$ cat config.mk
export PLATFORM = sky130hd
export DESIGN_NAME = masked_rom_access_control
export DESIGN_NICKNAME = d
export VERILOG_FILES = /design/src/inc/rom_module_pkg.sv /design/src/hdl/masked_rom_access_control.sv /design/src/hdl/rom_array.sv
export SDC_FILE = /design/constraint.sdc
export NUM_CORES = 1
export LEC_CHECK = 0
export ABC_CLOCK_PERIOD_IN_PS = 6990
export BUFFER_PORTS_ARGS = -buffer_cell sky130_fd_sc_hd__buf_2
export CAP_MARGIN = 0
export CORE_UTILIZATION = 58
export DETAILED_ROUTE_END_ITERATION = 10
export GPL_ROUTABILITY_DRIVEN = 0
export PLACE_DENSITY = 0.95
export SLEW_MARGIN = 20
export SYNTH_ARGS = -nofsm -noshare
export SYNTH_HDL_FRONTEND = slang
export SYNTH_HIERARCHICAL = 1
export SYNTH_SLANG_ARGS = --single-unit
$ cat constraint.sdc
create_clock -name aclk -period 6.99 [get_ports aclk]
set_clock_uncertainty 0.05 [all_clocks]
set_input_delay 2.097 -clock aclk [delete_from_list [all_inputs] [get_ports aclk]]
set_output_delay 2.097 -clock aclk [all_outputs]
set_load 0.02 [all_outputs]
$ cat src/inc/rom_module_pkg.sv
// Constants and types shared by the masked ROM access control design
package rom_module_pkg;

  // ****************************************
  // Register byte offsets
  // ****************************************
  localparam logic [4:0] OFF_CONFIG = 5'h00;
  localparam logic [4:0] OFF_SIG_HIGH = 5'h04;
  localparam logic [4:0] OFF_SIG_LOW = 5'h08;
  localparam logic [4:0] OFF_BASE_HIGH = 5'h0c;
  localparam logic [4:0] OFF_BASE_LOW = 5'h10;
  localparam logic [4:0] OFF_BOOT_01 = 5'h14;
  localparam logic [4:0] OFF_BOOT_23 = 5'h18;
  localparam int BLOCK_BYTES = 32;

  // ****************************************
  // Config register field positions
  // ****************************************
  localparam int POS_STOP = 15;
  localparam int POS_BOOT = 12;
  localparam int POS_LOCK = 11;
  localparam int POS_ASP = 8;
  localparam int POS_WAIT = 6;

  // ****************************************
  // Array geometry
  // ****************************************
  localparam int ARRAY_ADDR_BITS = 13;
  localparam int ARRAY_WORDS = 4096;

  // ****************************************
  // Wait field codes and clocks per bus cycle
  // ****************************************
  localparam logic [1:0] WAIT_ZERO = 2'h0;
  localparam logic [1:0] WAIT_ONE = 2'h1;
  localparam logic [1:0] WAIT_TWO = 2'h2;
  localparam logic [1:0] WAIT_FAST = 2'h3;
  localparam logic [3:0] CLK_WAIT_ZERO = 4'h3;
  localparam logic [3:0] CLK_WAIT_ONE = 4'h4;
  localparam logic [3:0] CLK_WAIT_TWO = 4'h5;
  localparam logic [3:0] CLK_WAIT_FAST = 4'h2;
  localparam logic [3:0] CLK_REG_WINDOW = 4'h2;

  // ****************************************
  // Access sizes and bus answers
  // ****************************************
  localparam logic [1:0] SIZE_BYTE = 2'h0;
  localparam logic [1:0] SIZE_WORD = 2'h1;
  localparam logic [1:0] SIZE_LONG = 2'h2;
  localparam logic [1:0] RESP_OKAY = 2'h0;
  localparam logic [1:0] RESP_DECERR = 2'h3;

  typedef enum logic [0:0] {ACC_IDLE, ACC_BUSY} acc_state_t;

endpackage
$ cat src/hdl/masked_rom_access_control.sv
// Masked ROM control: register slave, array access timing and boot vectors
`timescale 1ns/1ps
module masked_rom_access_control
  import rom_module_pkg::*;
#(
  parameter int ADDR_W = 12,
  parameter logic MASK_BOOT = 1'b0,
  parameter logic MASK_LOCK = 1'b0,
  parameter logic [1:0] MASK_ASP = 2'h0,
  parameter logic [1:0] MASK_WAIT = 2'h3,
  parameter logic [23:0] MASK_BASE = 24'h000000,
  parameter logic [15:0] MASK_SIG_HIGH = 16'h1234,
  parameter logic [15:0] MASK_SIG_LOW = 16'h5678,
  parameter logic [63:0] MASK_BOOT_WORDS = 64'h0000_0200_0000_0400,
  parameter logic [23:0] REG_BLOCK_BASE = 24'hfff820
) (
  // Clock and reset
  input wire logic aclk,
  input wire logic aresetn,
  // AXI4-Lite write channels
  input wire logic awvalid,
  output logic awready,
  input wire logic [ADDR_W-1:0] awaddr,
  input wire logic wvalid,
  output logic wready,
  input wire logic [31:0] wdata,
  input wire logic [3:0] wstrb,
  output logic bvalid,
  input wire logic bready,
  output logic [1:0] bresp,
  // AXI4-Lite read channels
  input wire logic arvalid,
  output logic arready,
  input wire logic [ADDR_W-1:0] araddr,
  output logic rvalid,
  input wire logic rready,
  output logic [31:0] rdata,
  output logic [1:0] rresp,
  // Array access port
  input wire logic arr_req,
  input wire logic [23:0] arr_addr,
  input wire logic [1:0] arr_size,
  input wire logic arr_program,
  output logic arr_ack,
  output logic [31:0] arr_data,
  // Reset vector port
  input wire logic vec_req,
  input wire logic [1:0] vec_index,
  output logic vec_ack,
  output logic [15:0] vec_data,
  output logic boot_chip_select,
  // Pins and status
  input wire logic data_line_fourteen,
  output logic stop_mode
);

  // ****************************************
  // Shared helpers
  // ****************************************
  function automatic logic [3:0] wait_clocks(input logic [1:0] w);
    case (w)
      WAIT_ZERO: wait_clocks = CLK_WAIT_ZERO;
      WAIT_ONE: wait_clocks = CLK_WAIT_ONE;
      WAIT_TWO: wait_clocks = CLK_WAIT_TWO;
      default: wait_clocks = CLK_WAIT_FAST;
    endcase
  endfunction

  function automatic logic [15:0] merge16(input logic [15:0] old, input logic [31:0] d,
                                         input logic [3:0] s);
    merge16 = {s[1] ? d[15:8] : old[15:8], s[0] ? d[7:0] : old[7:0]};
  endfunction

  logic dl_s1;
  logic dl_s2;
  logic stop;
  logic lock;
  logic [1:0] asp;
  logic [1:0] wait_sel;
  logic [7:0] base_high;
  logic [2:0] base_low;
  logic [15:0] config_word;

  assign config_word = {stop, 2'h0, MASK_BOOT, lock, 1'b0, asp, wait_sel, 6'h0};

  function automatic logic [31:0] reg_read(input logic [4:0] off);
    case (off)
      OFF_CONFIG: reg_read = {16'h0, config_word};
      OFF_SIG_HIGH: reg_read = {16'h0, MASK_SIG_HIGH};
      OFF_SIG_LOW: reg_read = {16'h0, MASK_SIG_LOW};
      OFF_BASE_HIGH: reg_read = {24'h0, base_high};
      OFF_BASE_LOW: reg_read = {16'h0, base_low, 13'h0};
      OFF_BOOT_01: reg_read = MASK_BOOT_WORDS[63:32];
      OFF_BOOT_23: reg_read = MASK_BOOT_WORDS[31:0];
      default: reg_read = 32'h0;
    endcase
  endfunction

  // ****************************************
  // Data line fourteen synchroniser
  // ****************************************
  always_ff @(posedge aclk) begin
    dl_s1 <= data_line_fourteen;
    dl_s2 <= dl_s1;
  end

  // ****************************************
  // AXI4-Lite write path
  // ****************************************
  logic aw_full;
  logic w_full;
  logic [4:0] wr_off;
  logic wr_in_block;
  logic [31:0] wr_data;
  logic [3:0] wr_strb;
  logic next_aw_full;
  logic next_w_full;
  logic [4:0] next_wr_off;
  logic next_wr_in_block;
  logic [31:0] next_wr_data;
  logic [3:0] next_wr_strb;
  logic next_bvalid;
  logic [1:0] next_bresp;
  logic wr_fire;

  always_comb begin
    next_aw_full = aw_full;
    next_w_full = w_full;
    next_wr_off = wr_off;
    next_wr_in_block = wr_in_block;
    next_wr_data = wr_data;
    next_wr_strb = wr_strb;
    next_bvalid = bvalid;
    next_bresp = bresp;
    wr_fire = 1'b0;
    if (awvalid && awready) begin
      next_aw_full = 1'b1;
      next_wr_off = {awaddr[4:2], 2'h0};
      next_wr_in_block = (32'(awaddr) < BLOCK_BYTES);
    end
    if (wvalid && wready) begin
      next_w_full = 1'b1;
      next_wr_data = wdata;
      next_wr_strb = wstrb;
    end
    if (aw_full && w_full && !bvalid) begin
      wr_fire = wr_in_block;
      next_aw_full = 1'b0;
      next_w_full = 1'b0;
      next_bvalid = 1'b1;
      next_bresp = wr_in_block ? RESP_OKAY : RESP_DECERR;
    end else if (bvalid && bready) begin
      next_bvalid = 1'b0;
    end
  end

  always_ff @(posedge aclk) begin
    if (!aresetn) begin
      aw_full <= 1'b0;
      w_full <= 1'b0;
      wr_off <= 5'h0;
      wr_in_block <= 1'b0;
      wr_data <= 32'h0;
      wr_strb <= 4'h0;
      bvalid <= 1'b0;
      bresp <= RESP_OKAY;
      awready <= 1'b0;
      wready <= 1'b0;
    end else begin
      aw_full <= next_aw_full;
      w_full <= next_w_full;
      wr_off <= next_wr_off;
      wr_in_block <= next_wr_in_block;
      wr_data <= next_wr_data;
      wr_strb <= next_wr_strb;
      bvalid <= next_bvalid;
      bresp <= next_bresp;
      awready <= !next_aw_full && !next_bvalid;
      wready <= !next_w_full && !next_bvalid;
    end
  end

  // ****************************************
  // Configuration registers
  // ****************************************
  logic next_stop;
  logic next_lock;
  logic [1:0] next_asp;
  logic [1:0] next_wait_sel;
  logic [7:0] next_base_high;
  logic [2:0] next_base_low;
  logic [15:0] cfg_new;
  logic [15:0] bl_new;

  always_comb begin
    next_stop = stop;
    next_lock = lock;
    next_asp = asp;
    next_wait_sel = wait_sel;
    next_base_high = base_high;
    next_base_low = base_low;
    cfg_new = merge16(config_word, wr_data, wr_strb);
    bl_new = merge16({base_low, 13'h0}, wr_data, wr_strb);
    if (wr_fire && wr_off == OFF_CONFIG) begin
      next_stop = cfg_new[POS_STOP];
      if (!lock) begin
        next_asp = cfg_new[POS_ASP +: 2];
        next_wait_sel = cfg_new[POS_WAIT +: 2];
        next_lock = cfg_new[POS_LOCK];
      end
    end
    if (wr_fire && stop && !lock) begin
      if (wr_off == OFF_BASE_HIGH && wr_strb[0]) begin
        next_base_high = wr_data[7:0];
      end
      if (wr_off == OFF_BASE_LOW) begin
        next_base_low = bl_new[15:13];
      end
    end
  end

  always_ff @(posedge aclk) begin
    if (!aresetn) begin
      stop <= !dl_s2;
      lock <= MASK_LOCK;
      asp <= MASK_ASP;
      wait_sel <= MASK_WAIT;
      base_high <= MASK_BASE[23:16];
      base_low <= MASK_BASE[15:13];
      stop_mode <= 1'b1;
    end else begin
      stop <= next_stop;
      lock <= next_lock;
      asp <= next_asp;
      wait_sel <= next_wait_sel;
      base_high <= next_base_high;
      base_low <= next_base_low;
      stop_mode <= next_stop;
    end
  end

  // ****************************************
  // AXI4-Lite read path
  // ****************************************
  logic next_arready;
  logic next_rvalid;
  logic [31:0] next_rdata;
  logic [1:0] next_rresp;

  always_comb begin
    next_arready = arready;
    next_rvalid = rvalid;
    next_rdata = rdata;
    next_rresp = rresp;
    if (arvalid && arready) begin
      next_arready = 1'b0;
      next_rvalid = 1'b1;
      if (32'(araddr) < BLOCK_BYTES) begin
        next_rdata = reg_read({araddr[4:2], 2'h0});
        next_rresp = RESP_OKAY;
      end else begin
        next_rdata = 32'h0;
        next_rresp = RESP_DECERR;
      end
    end else if (rvalid && rready) begin
      next_rvalid = 1'b0;
      next_arready = 1'b1;
    end
  end

  always_ff @(posedge aclk) begin
    if (!aresetn) begin
      arready <= 1'b1;
      rvalid <= 1'b0;
      rdata <= 32'h0;
      rresp <= RESP_OKAY;
    end else begin
      arready <= next_arready;
      rvalid <= next_rvalid;
      rdata <= next_rdata;
      rresp <= next_rresp;
    end
  end

  // ****************************************
  // Array access sequencer
  // ****************************************
  acc_state_t acc_state;
  acc_state_t next_acc_state;
  logic [3:0] cnt;
  logic [3:0] total;
  logic [23:0] acc_addr;
  logic [1:0] acc_size;
  logic acc_reg;
  logic [15:0] word_a;
  logic [15:0] word_b;
  logic [3:0] next_cnt;
  logic [3:0] next_total;
  logic [23:0] next_acc_addr;
  logic [1:0] next_acc_size;
  logic next_acc_reg;
  logic [15:0] next_word_a;
  logic [15:0] next_word_b;
  logic next_arr_ack;
  logic [31:0] next_arr_data;
  logic mem_en;
  logic [11:0] mem_addr;
  logic [15:0] mem_data;
  logic reg_hit;
  logic arr_hit;
  logic space_ok;
  logic two_cycles;
  logic [15:0] wa;
  logic [15:0] wb;

  rom_array u_rom (
    .aclk(aclk),
    .rd_en(mem_en),
    .rd_addr(mem_addr),
    .rd_data(mem_data)
  );

  always_comb begin
    next_acc_state = acc_state;
    next_cnt = cnt;
    next_total = total;
    next_acc_addr = acc_addr;
    next_acc_size = acc_size;
    next_acc_reg = acc_reg;
    next_word_a = word_a;
    next_word_b = word_b;
    next_arr_ack = 1'b0;
    next_arr_data = arr_data;
    mem_en = 1'b0;
    mem_addr = arr_addr[12:1];
    reg_hit = (arr_addr[23:5] == REG_BLOCK_BASE[23:5]);
    arr_hit = (arr_addr[23:ARRAY_ADDR_BITS] == {base_high, base_low});
    space_ok = arr_program || !asp[0];
    two_cycles = (arr_size == SIZE_LONG) || (arr_size == SIZE_WORD && arr_addr[0]);
    wa = (cnt == 4'h1) ? mem_data : word_a;
    wb = (cnt == 4'h2) ? mem_data : word_b;
    case (acc_state)
      ACC_IDLE: begin
        if (arr_req && !arr_ack && reg_hit) begin
          next_acc_state = ACC_BUSY;
          next_acc_reg = 1'b1;
          next_total = CLK_REG_WINDOW;
          next_cnt = 4'h1;
          next_acc_addr = arr_addr;
        end else if (arr_req && !arr_ack && arr_hit && space_ok && !stop) begin
          next_acc_state = ACC_BUSY;
          next_acc_reg = 1'b0;
          next_acc_addr = arr_addr;
          next_acc_size = arr_size;
          next_cnt = 4'h1;
          mem_en = 1'b1;
          next_total = two_cycles ? 4'(wait_clocks(wait_sel) << 1)
                                  : wait_clocks(wait_sel);
        end
      end
      ACC_BUSY: begin
        next_cnt = 4'(cnt + 4'h1);
        if (cnt == 4'h1) begin
          next_word_a = mem_data;
          mem_en = 1'b1;
          mem_addr = 12'(acc_addr[12:1] + 12'h1);
        end
        if (cnt == 4'h2) begin
          next_word_b = mem_data;
        end
        if (cnt == 4'(total - 4'h1)) begin
          next_acc_state = ACC_IDLE;
          next_arr_ack = 1'b1;
          if (acc_reg) begin
            next_arr_data = reg_read({acc_addr[4:2], 2'h0});
          end else begin
            case (acc_size)
              SIZE_BYTE: next_arr_data = {24'h0, acc_addr[0] ? wa[7:0] : wa[15:8]};
              SIZE_WORD: next_arr_data = acc_addr[0] ? {16'h0, wa[7:0], wb[15:8]}
                                                     : {16'h0, wa};
              default: next_arr_data = {wa, wb};
            endcase
          end
        end
      end
      default: next_acc_state = ACC_IDLE;
    endcase
  end

  always_ff @(posedge aclk) begin
    if (!aresetn) begin
      acc_state <= ACC_IDLE;
      cnt <= 4'h0;
      total <= 4'h0;
      acc_addr <= 24'h0;
      acc_size <= SIZE_BYTE;
      acc_reg <= 1'b0;
      word_a <= 16'h0;
      word_b <= 16'h0;
      arr_ack <= 1'b0;
      arr_data <= 32'h0;
    end else begin
      acc_state <= next_acc_state;
      cnt <= next_cnt;
      total <= next_total;
      acc_addr <= next_acc_addr;
      acc_size <= next_acc_size;
      acc_reg <= next_acc_reg;
      word_a <= next_word_a;
      word_b <= next_word_b;
      arr_ack <= next_arr_ack;
      arr_data <= next_arr_data;
    end
  end

  // ****************************************
  // Reset vector supply
  // ****************************************
  logic next_vec_ack;
  logic [15:0] next_vec_data;

  always_comb begin
    next_vec_ack = 1'b0;
    next_vec_data = vec_data;
    if (vec_req && !vec_ack && !MASK_BOOT) begin
      next_vec_ack = 1'b1;
      next_vec_data = MASK_BOOT_WORDS[6'(7'd48 - 7'(vec_index) * 7'd16) +: 16];
    end
  end

  always_ff @(posedge aclk) begin
    if (!aresetn) begin
      vec_ack <= 1'b0;
      vec_data <= 16'h0;
      boot_chip_select <= MASK_BOOT;
    end else begin
      vec_ack <= next_vec_ack;
      vec_data <= next_vec_data;
      boot_chip_select <= MASK_BOOT;
    end
  end

endmodule

$ cat src/hdl/rom_array.sv
// Mask-programmed array of 16-bit words with a registered read port
`timescale 1ns/1ps
module rom_array
  import rom_module_pkg::*;
#(
  parameter int WORDS = ARRAY_WORDS,
  parameter logic [15:0] PATTERN_SEED = 16'h5a3c
) (
  // Clock
  input wire logic aclk,
  // Read port
  input wire logic rd_en,
  input wire logic [11:0] rd_addr,
  output logic [15:0] rd_data
);

  // ****************************************
  // Fixed contents
  // ****************************************
  function automatic logic [15:0] mask_word(input logic [11:0] a);
    mask_word = {a[7:0], 4'h0, a[11:8]} ^ PATTERN_SEED;
  endfunction

  logic [15:0] next_rd_data;

  always_comb begin
    next_rd_data = rd_data;
    if (rd_en && (32'(rd_addr) < WORDS)) begin
      next_rd_data = mask_word(rd_addr);
    end
  end

  always_ff @(posedge aclk) begin
    rd_data <= next_rd_data;
  end

endmodule

==> results of run 1 <==
[cell usage in the layout, fill, tap and decap left out, types with 8 or more instances in the layout]
cell       instances
mux2i_1           56
nor2_1            49
ha_1               8
nand4_1           10
clkbuf_16         17
nand3_1           20
xnor2_1           12
o22ai_1            9
buf_2            136
o21ai_0           43
and3_1            11
inv_1             18
dfxtp_1          158
xor2_1            15
o2bb2ai_1         16
nand2b_1          15
conb_1            35
nor2b_1            8
nor3_1            11
a21oi_1           77
a22oi_1           11
nand2_1          191
edfxtp_1          12
[layer usage]
layer	wire (um)	share of wire, %	global-route usage (%)
met1	8680	38	38.7
met2	10400	46	48.8
met3	2490	11	7.78
met4	1180	5.2	17.7
met5	0	0	0
[critical path: stages]
cell	delay (ns)
buf_2	0.11
or4b_1	0.60
nor4_1	0.64
a21oi_1	0.29
nand2_1	0.18
nand2_1	0.31
[synthesized netlist by cell type (8+ instances only)]
cell       instances  share of area, %
xor2_1            15               1.6
mux2i_1           56               6.9
buf_4             37               3.4
clkbuf_1          45               2.1
nor2_1            51               2.3
nand4_1           10              0.77
xnor2_1           12               1.3
nor2b_1            8              0.61
dfxtp_1          158                39
o22ai_1            9              0.69
nand2_1          191               8.8
ha_1               8               1.2
nand3_1           20               1.2
edfxtp_1          12               4.4
and3_1            11              0.84
inv_1             18              0.83
a21oi_1           77               4.7
nor3_1            11              0.68
a22oi_1           11               1.0
nand2b_1          15               1.2
o2bb2ai_1         16               1.7
o21ai_0           43               2.6
[through the flow]
step / setup WS [ns] / utilization, % / power (mW) / std cells
final: 2.78 / 68.9 / 2.00 / 1234
after global routing: 2.71 / 68.9 / 2.06 / 1234
after CTS: 2.83 / 68.9 / 2.00 / 1234
after detailed placement: 2.45 / 64.8 / 1.13 / 1202
after global placement: 2.51 / 64.8 / 1.13 / 1202
after floorplan: 2.96 / - / 1.11 / 975
[power breakdown]
group	switching, mW	internal [mW]	leakage (nW)
clock	0.413	0.471	0.271
combinational	0.0820	0.0367	1.89
sequential	0.00957	0.991	1.39
total	0.505	1.50	3.54
[worst max-delay path by stage]
stage | from | to | slack, ns
after floorplan | arr_addr[17] | u_rom/rd_data[0] | 2.96
after global placement | aresetn | acc_state | 2.51
after detailed placement | aresetn | acc_state | 2.45
after CTS | aresetn | acc_state | 2.83
after global routing | aresetn | arr_data[24] | 2.71
final | arr_addr[8] | u_rom/rd_data[10] | 2.78
[layout make-up]
cell class,instances,share of cell area [%]
Clock inverter,14,1.19
Clock buffer,18,4.74
Inverter,19,0.769
Sequential cell,170,38.0
Multi-Input combinational cell,695,45.1
Tap cell,176,2.37
Timing Repair Buffer,142,7.83
[cells by family (layout without fill, tap and decap cells)]
family | after synthesis | in the layout | share of synthesized area (%)
multiplexers | 70 | 70 | 9.78
other | 3 | 35 | 0.138
XOR/XNOR | 28 | 28 | 3.18
adder cells (fa/ha/maj) | 8 | 8 | 1.23
flip-flops | 170 | 170 | 43.2
buffers and inverters | 110 | 193 | 7.13
AND/OR/NAND/NOR | 351 | 351 | 19.6
AO/OA/AOI/OAI | 203 | 203 | 15.7
==> results.yml, run 1 <==
route:
  drt_pass1_iterations: 6
  initialDrtViolationCount: 1101
  post_drt_wl_per_cell_um: 18.5
  ant_nets: 0
  vias: 7668
  avgViaCountPerCell: 6.21
  drt_wl_total_um: 22800
  drc_errors: 0
cts:
  cts_tree: "done"
  clkLatencyLatePin_ns: 0.44
  cts.clk_slew.worst_paths_ns: 0.07
  cts_max_path_buffers: 2
  cts_buffers: 17
  clkSinkCount: 170
  cts_root_buffer: "clkbuf_16"
  htreeDepth: 4
  cts_resized: 0
  holdBufCountCts: 0
  cts_setup_buffers: 0
sta:
  timing.final.crit_period_ns: 4.21
  rsz0062_at_grt: "no"
  whs_ns: 0.291
  setup_viol: 0
  final_hold_viol_count: 0
  tightest_slew_ns: 1.02
  relSlewSlack_pct: 31.8
  fin_setup_tns_ns: 0
  max_freq_mhz: 237
  period_share_pct: 60.3
  slew_violations: 0
synthesis:
  syn-cell-area_sq_um: 8150
  synthCells: 943
  syn_area_per_cell_sq_um: 8.64
  synth_ff_type: "dfxtp_1"
  yosysWarnings: 6
  async_reset_ff_share_pct: 0
  ys_ff_latch: 170
  ys_seq_area_share_pct: 43.2
  synth_cell_types: 65
  synth_edf_count: 12
grt:
  grt_antenna_before_repair: 0
  grt_pass1_vias: 7005
  grt_pass1_wl_um: 35100
  overflow: 0
  grt_max_degree: 60
  gr-usage-all-layers_pct: 31.0
worst_setup_path:
  cp-end-kind: "flop"
  cp.required_ns: 7.02
  critPathKind: "in -> reg"
  reg2reg_from: "arr_ack"
  worst-r2r-cell-count: 5
  start_kind: "input port"
  critPathMaxFanout: 12
  critPathArrivalTime_ns: 4.24
  r2r-end: "u_rom/rd_data[10]"
  r2r_slack_ns: 4.24
place:
  dp_hpwl_um: 15200
  port_buffers: 136
  place_area_sq_um: 8720
min_path:
  hold_path_class: "reg -> reg"
  hold_depth: 0
  whs_endpoint: "dl_s2"
  hold_path.startpoint: "dl_s1"
run:
  drv_cap: 0
floorplan:
  die_x_um: 121
  die_height_um: 121
  coreArea_sq_um: 13500
  std_cell_rows: 42
  start_util_pct: 60.6
  pin_count: 192
  die_area_sq_um: 14500
finish:
  drive_gt1_share_pct: 19.4
  seq_area_sq_um: 3520
  diodes: 0
  fin_area_sq_um: 9270
  n_fill_cell: 988
  multiInputGateArea_sq_um: 4180
  largest_reg_flops: 32
  area_growth_pct: 13.8
  num-nets-final: 1152
  top_register: "arr_data"
power:
  p_per_area_nw_per_um2: 216
  ir_worst_vdd_mv: 0.191
  leakage_nw: 3.54
outcome:
  status: "completed"
No activity file was read; power rests on OpenSTA's default activity.
==> run 2, diff against run 1 <==
- ABC_AREA: not set -> 1
- ABC_CLOCK_PERIOD_IN_PS: 6990 -> 4050
- CORE_UTILIZATION: 58 -> 55
- PLACE_DENSITY: 0.95 -> 0.93
- clock period: 6.99 -> 4.05 ns (I/O delays scaled with it)
==> run 2 against run 1 <==
Compared with the run above:
- via count up 15%
- critical endpoint is now u_rom/rd_data[0]
- die area grew 13%
- critical path type unchanged
- critical path depth rose by 5
- sequential power up 73%
- worst setup slack got worse by 1.6 ns
- sequential cell count stayed put
- clock power grew 91%
==> results.yml, run 2 <==
outcome:
  status: "completed"
route:
  avgViaCountPerCell: 5.51
  drt_wl_total_um: 24200
  drt_pass1_iterations: 9
  ant_nets: 0
  initialDrtViolationCount: 1200
  post_drt_wl_per_cell_um: 15.1
  drc_errors: 0
  vias: 8848
cts:
  cts_setup_buffers: 0
  clkSinkCount: 170
  clkLatencyLatePin_ns: 0.45
  cts.clk_slew.worst_paths_ns: 0.06
  cts_root_buffer: "clkbuf_16"
  holdBufCountCts: 0
  cts_resized: 0
  cts_tree: "done"
  cts_buffers: 17
  htreeDepth: 4
  cts_max_path_buffers: 2
synthesis:
  synth_cell_types: 47
  syn_area_per_cell_sq_um: 6.82
  synth_edf_count: 12
  synth_top_cells_by_area: "dfxtp_1, nand2_1, nor2_1"
  synth_ff_type: "dfxtp_1"
  yosysWarnings: 6
  yosysMostFrequentCell: "nand2_1"
  ys_seq_area_share_pct: 40.3
  ys_ff_latch: 170
  yosys-top-cells-count: "nand2_1, nor2_1, dfxtp_1"
  synthCells: 1283
  async_reset_ff_share_pct: 0
  yosys.area.top_type: "dfxtp_1"
  syn-cell-area_sq_um: 8750
  synth_top_area_share_pct: 36.1
power:
  p_per_area_nw_per_um2: 370
  leakage_nw: 4.86
  ir_worst_vdd_mv: 0.307
finish:
  largest_reg_flops: 32
  layout_common_cells: "nand2_1, nor2_1, dfxtp_1"
  area_growth_pct: 13.0
  seq_area_sq_um: 3520
  utilization_pct: 64.3
  multiInputGateArea_sq_um: 4160
  top_register: "arr_data"
  num-nets-final: 1488
  final_common_cell: "nand2_1"
  diodes: 0
  n_fill_cell: 1281
  drive_gt1_share_pct: 14.6
floorplan:
  die_x_um: 128
  start_util_pct: 56.9
  die_height_um: 128
  die_area_sq_um: 16400
  pin_count: 192
  coreArea_sq_um: 15400
  std_cell_rows: 45
sta:
  setup_viol: 0
  fin_setup_tns_ns: 0
  max_freq_mhz: 344
  tightest_slew_ns: 1.02
  timing.final.crit_period_ns: 2.90
  rsz0062_at_grt: "no"
  period_share_pct: 71.7
  relSlewSlack_pct: 31.6
  slew_violations: 0
  final_hold_viol_count: 0
  worst_slack_ns: 1.15
grt:
  grt_antenna_before_repair: 0
  grt_pass1_wl_um: 38900
  overflow: 0
  gr-usage-all-layers_pct: 30.2
  grt_max_degree: 89
  grt_pass1_vias: 8021
worst_setup_path:
  worst_path_most_repeated_cell: "nand2_1"
  cp.required_ns: 4.09
  critPathArrivalTime_ns: 2.94
  path_delay_family: "simple AND/OR/NAND/NOR gates"
  critPathMaxFanout: 12
  start_kind: "input port"
  r2r_slack_ns: 1.27
  cp_slowest_stage_delay_ns: 0.38
  cp-end-kind: "flop"
  critPathBufInv: 3
  crit_chain: "buf_2 -> inv_1 -> nor2_2 -> nand2_1 -> nor2_1 -> nand2_1 -> nor2_1 -> nand2_1 -> nor2_2 -> inv_1 -> nand2_1"
  critPathKind: "in -> reg"
  crit_path_top_delay_cell: "nand2_1"
place:
  place_ws_ns: 0.789
  dp_hpwl_um: 16800
  port_buffers: 136
run:
  drv_cap: 0
min_path:
  hold_path_class: "reg -> reg"
run 2: changes by cell type in the layout (fill, tap and decap cells not counted), sizes merged, moves of 56 or more:
cell,delta
inv,+132
mux2i,-56
nand2,+105
nand3,+72
nor2,+120
o21ai,+70
run 2: final timing paths:
check           from               end  cells past startpoint
max reg2reg   cnt[2]  u_rom/rd_data[0]                      5
min reg2reg    dl_s1             dl_s2                      0
max          arr_req  u_rom/rd_data[0]                     11
min            dl_s1             dl_s2                      0
run 2: per-layer routing:
| layer | share of wire, % | vias up | wire length [um] | global-route usage, % |
|---|---|---|---|---|
| met2 | 45 | 563 | 11000 | 46.6 |
| met4 | 5.0 | 0 | 1210 | 18.7 |
| li1 | - | 4236 | - | - |
| met5 | 0 | - | 0 | 0 |
| met1 | 40 | 3933 | 9600 | 38.4 |
| met3 | 9.9 | 116 | 2410 | 6.72 |
run 2: final cells by class:
cell class	count	share of cell area, %
Inverter	160	6.11
Sequential cell	170	35.6
Tap cell	211	2.67
Timing Repair Buffer	140	7.31
Clock inverter	10	1.11
Multi-Input combinational cell	892	42.1
Clock buffer	22	5.11
run 2: report_power, final:
part	internal, mW	switching [mW]	leakage [nW]
logic	0.0718	0.164	3.17
registers	1.72	0.0152	1.39
clock network	1.01	0.683	0.304
total	2.80	0.862	4.86
run 2: cells by family (layout without fill, tap and decap cells):
| group | Yosys count | count (layout) | share of synthesized area, % |
|---|---|---|---|
| and+or+nand+nor | 611 | 611 | 29.5 |
| AOI/OAI and AO/OA | 227 | 227 | 14.1 |
| xor gates and xnor gates | 11 | 11 | 1.19 |
| buffers and inverters | 253 | 332 | 13.6 |
| other | 3 | 35 | 0.129 |
| DFF | 170 | 170 | 40.3 |
| adders and majority gates | 8 | 8 | 1.14 |
run 2: metrics by stage:
stage               cell area [sq um]  std cells  total power, mW  hold WS, ns
floorplan                        8870       1315             1.94        0.260
detailed placement               9270       1573             1.99        0.270
global route                     9890       1605             3.77        0.294
CTS                              9890       1605             3.65        0.287
finish                           9890       1605             3.66        0.293
global placement                 9270       1573             1.99        0.264
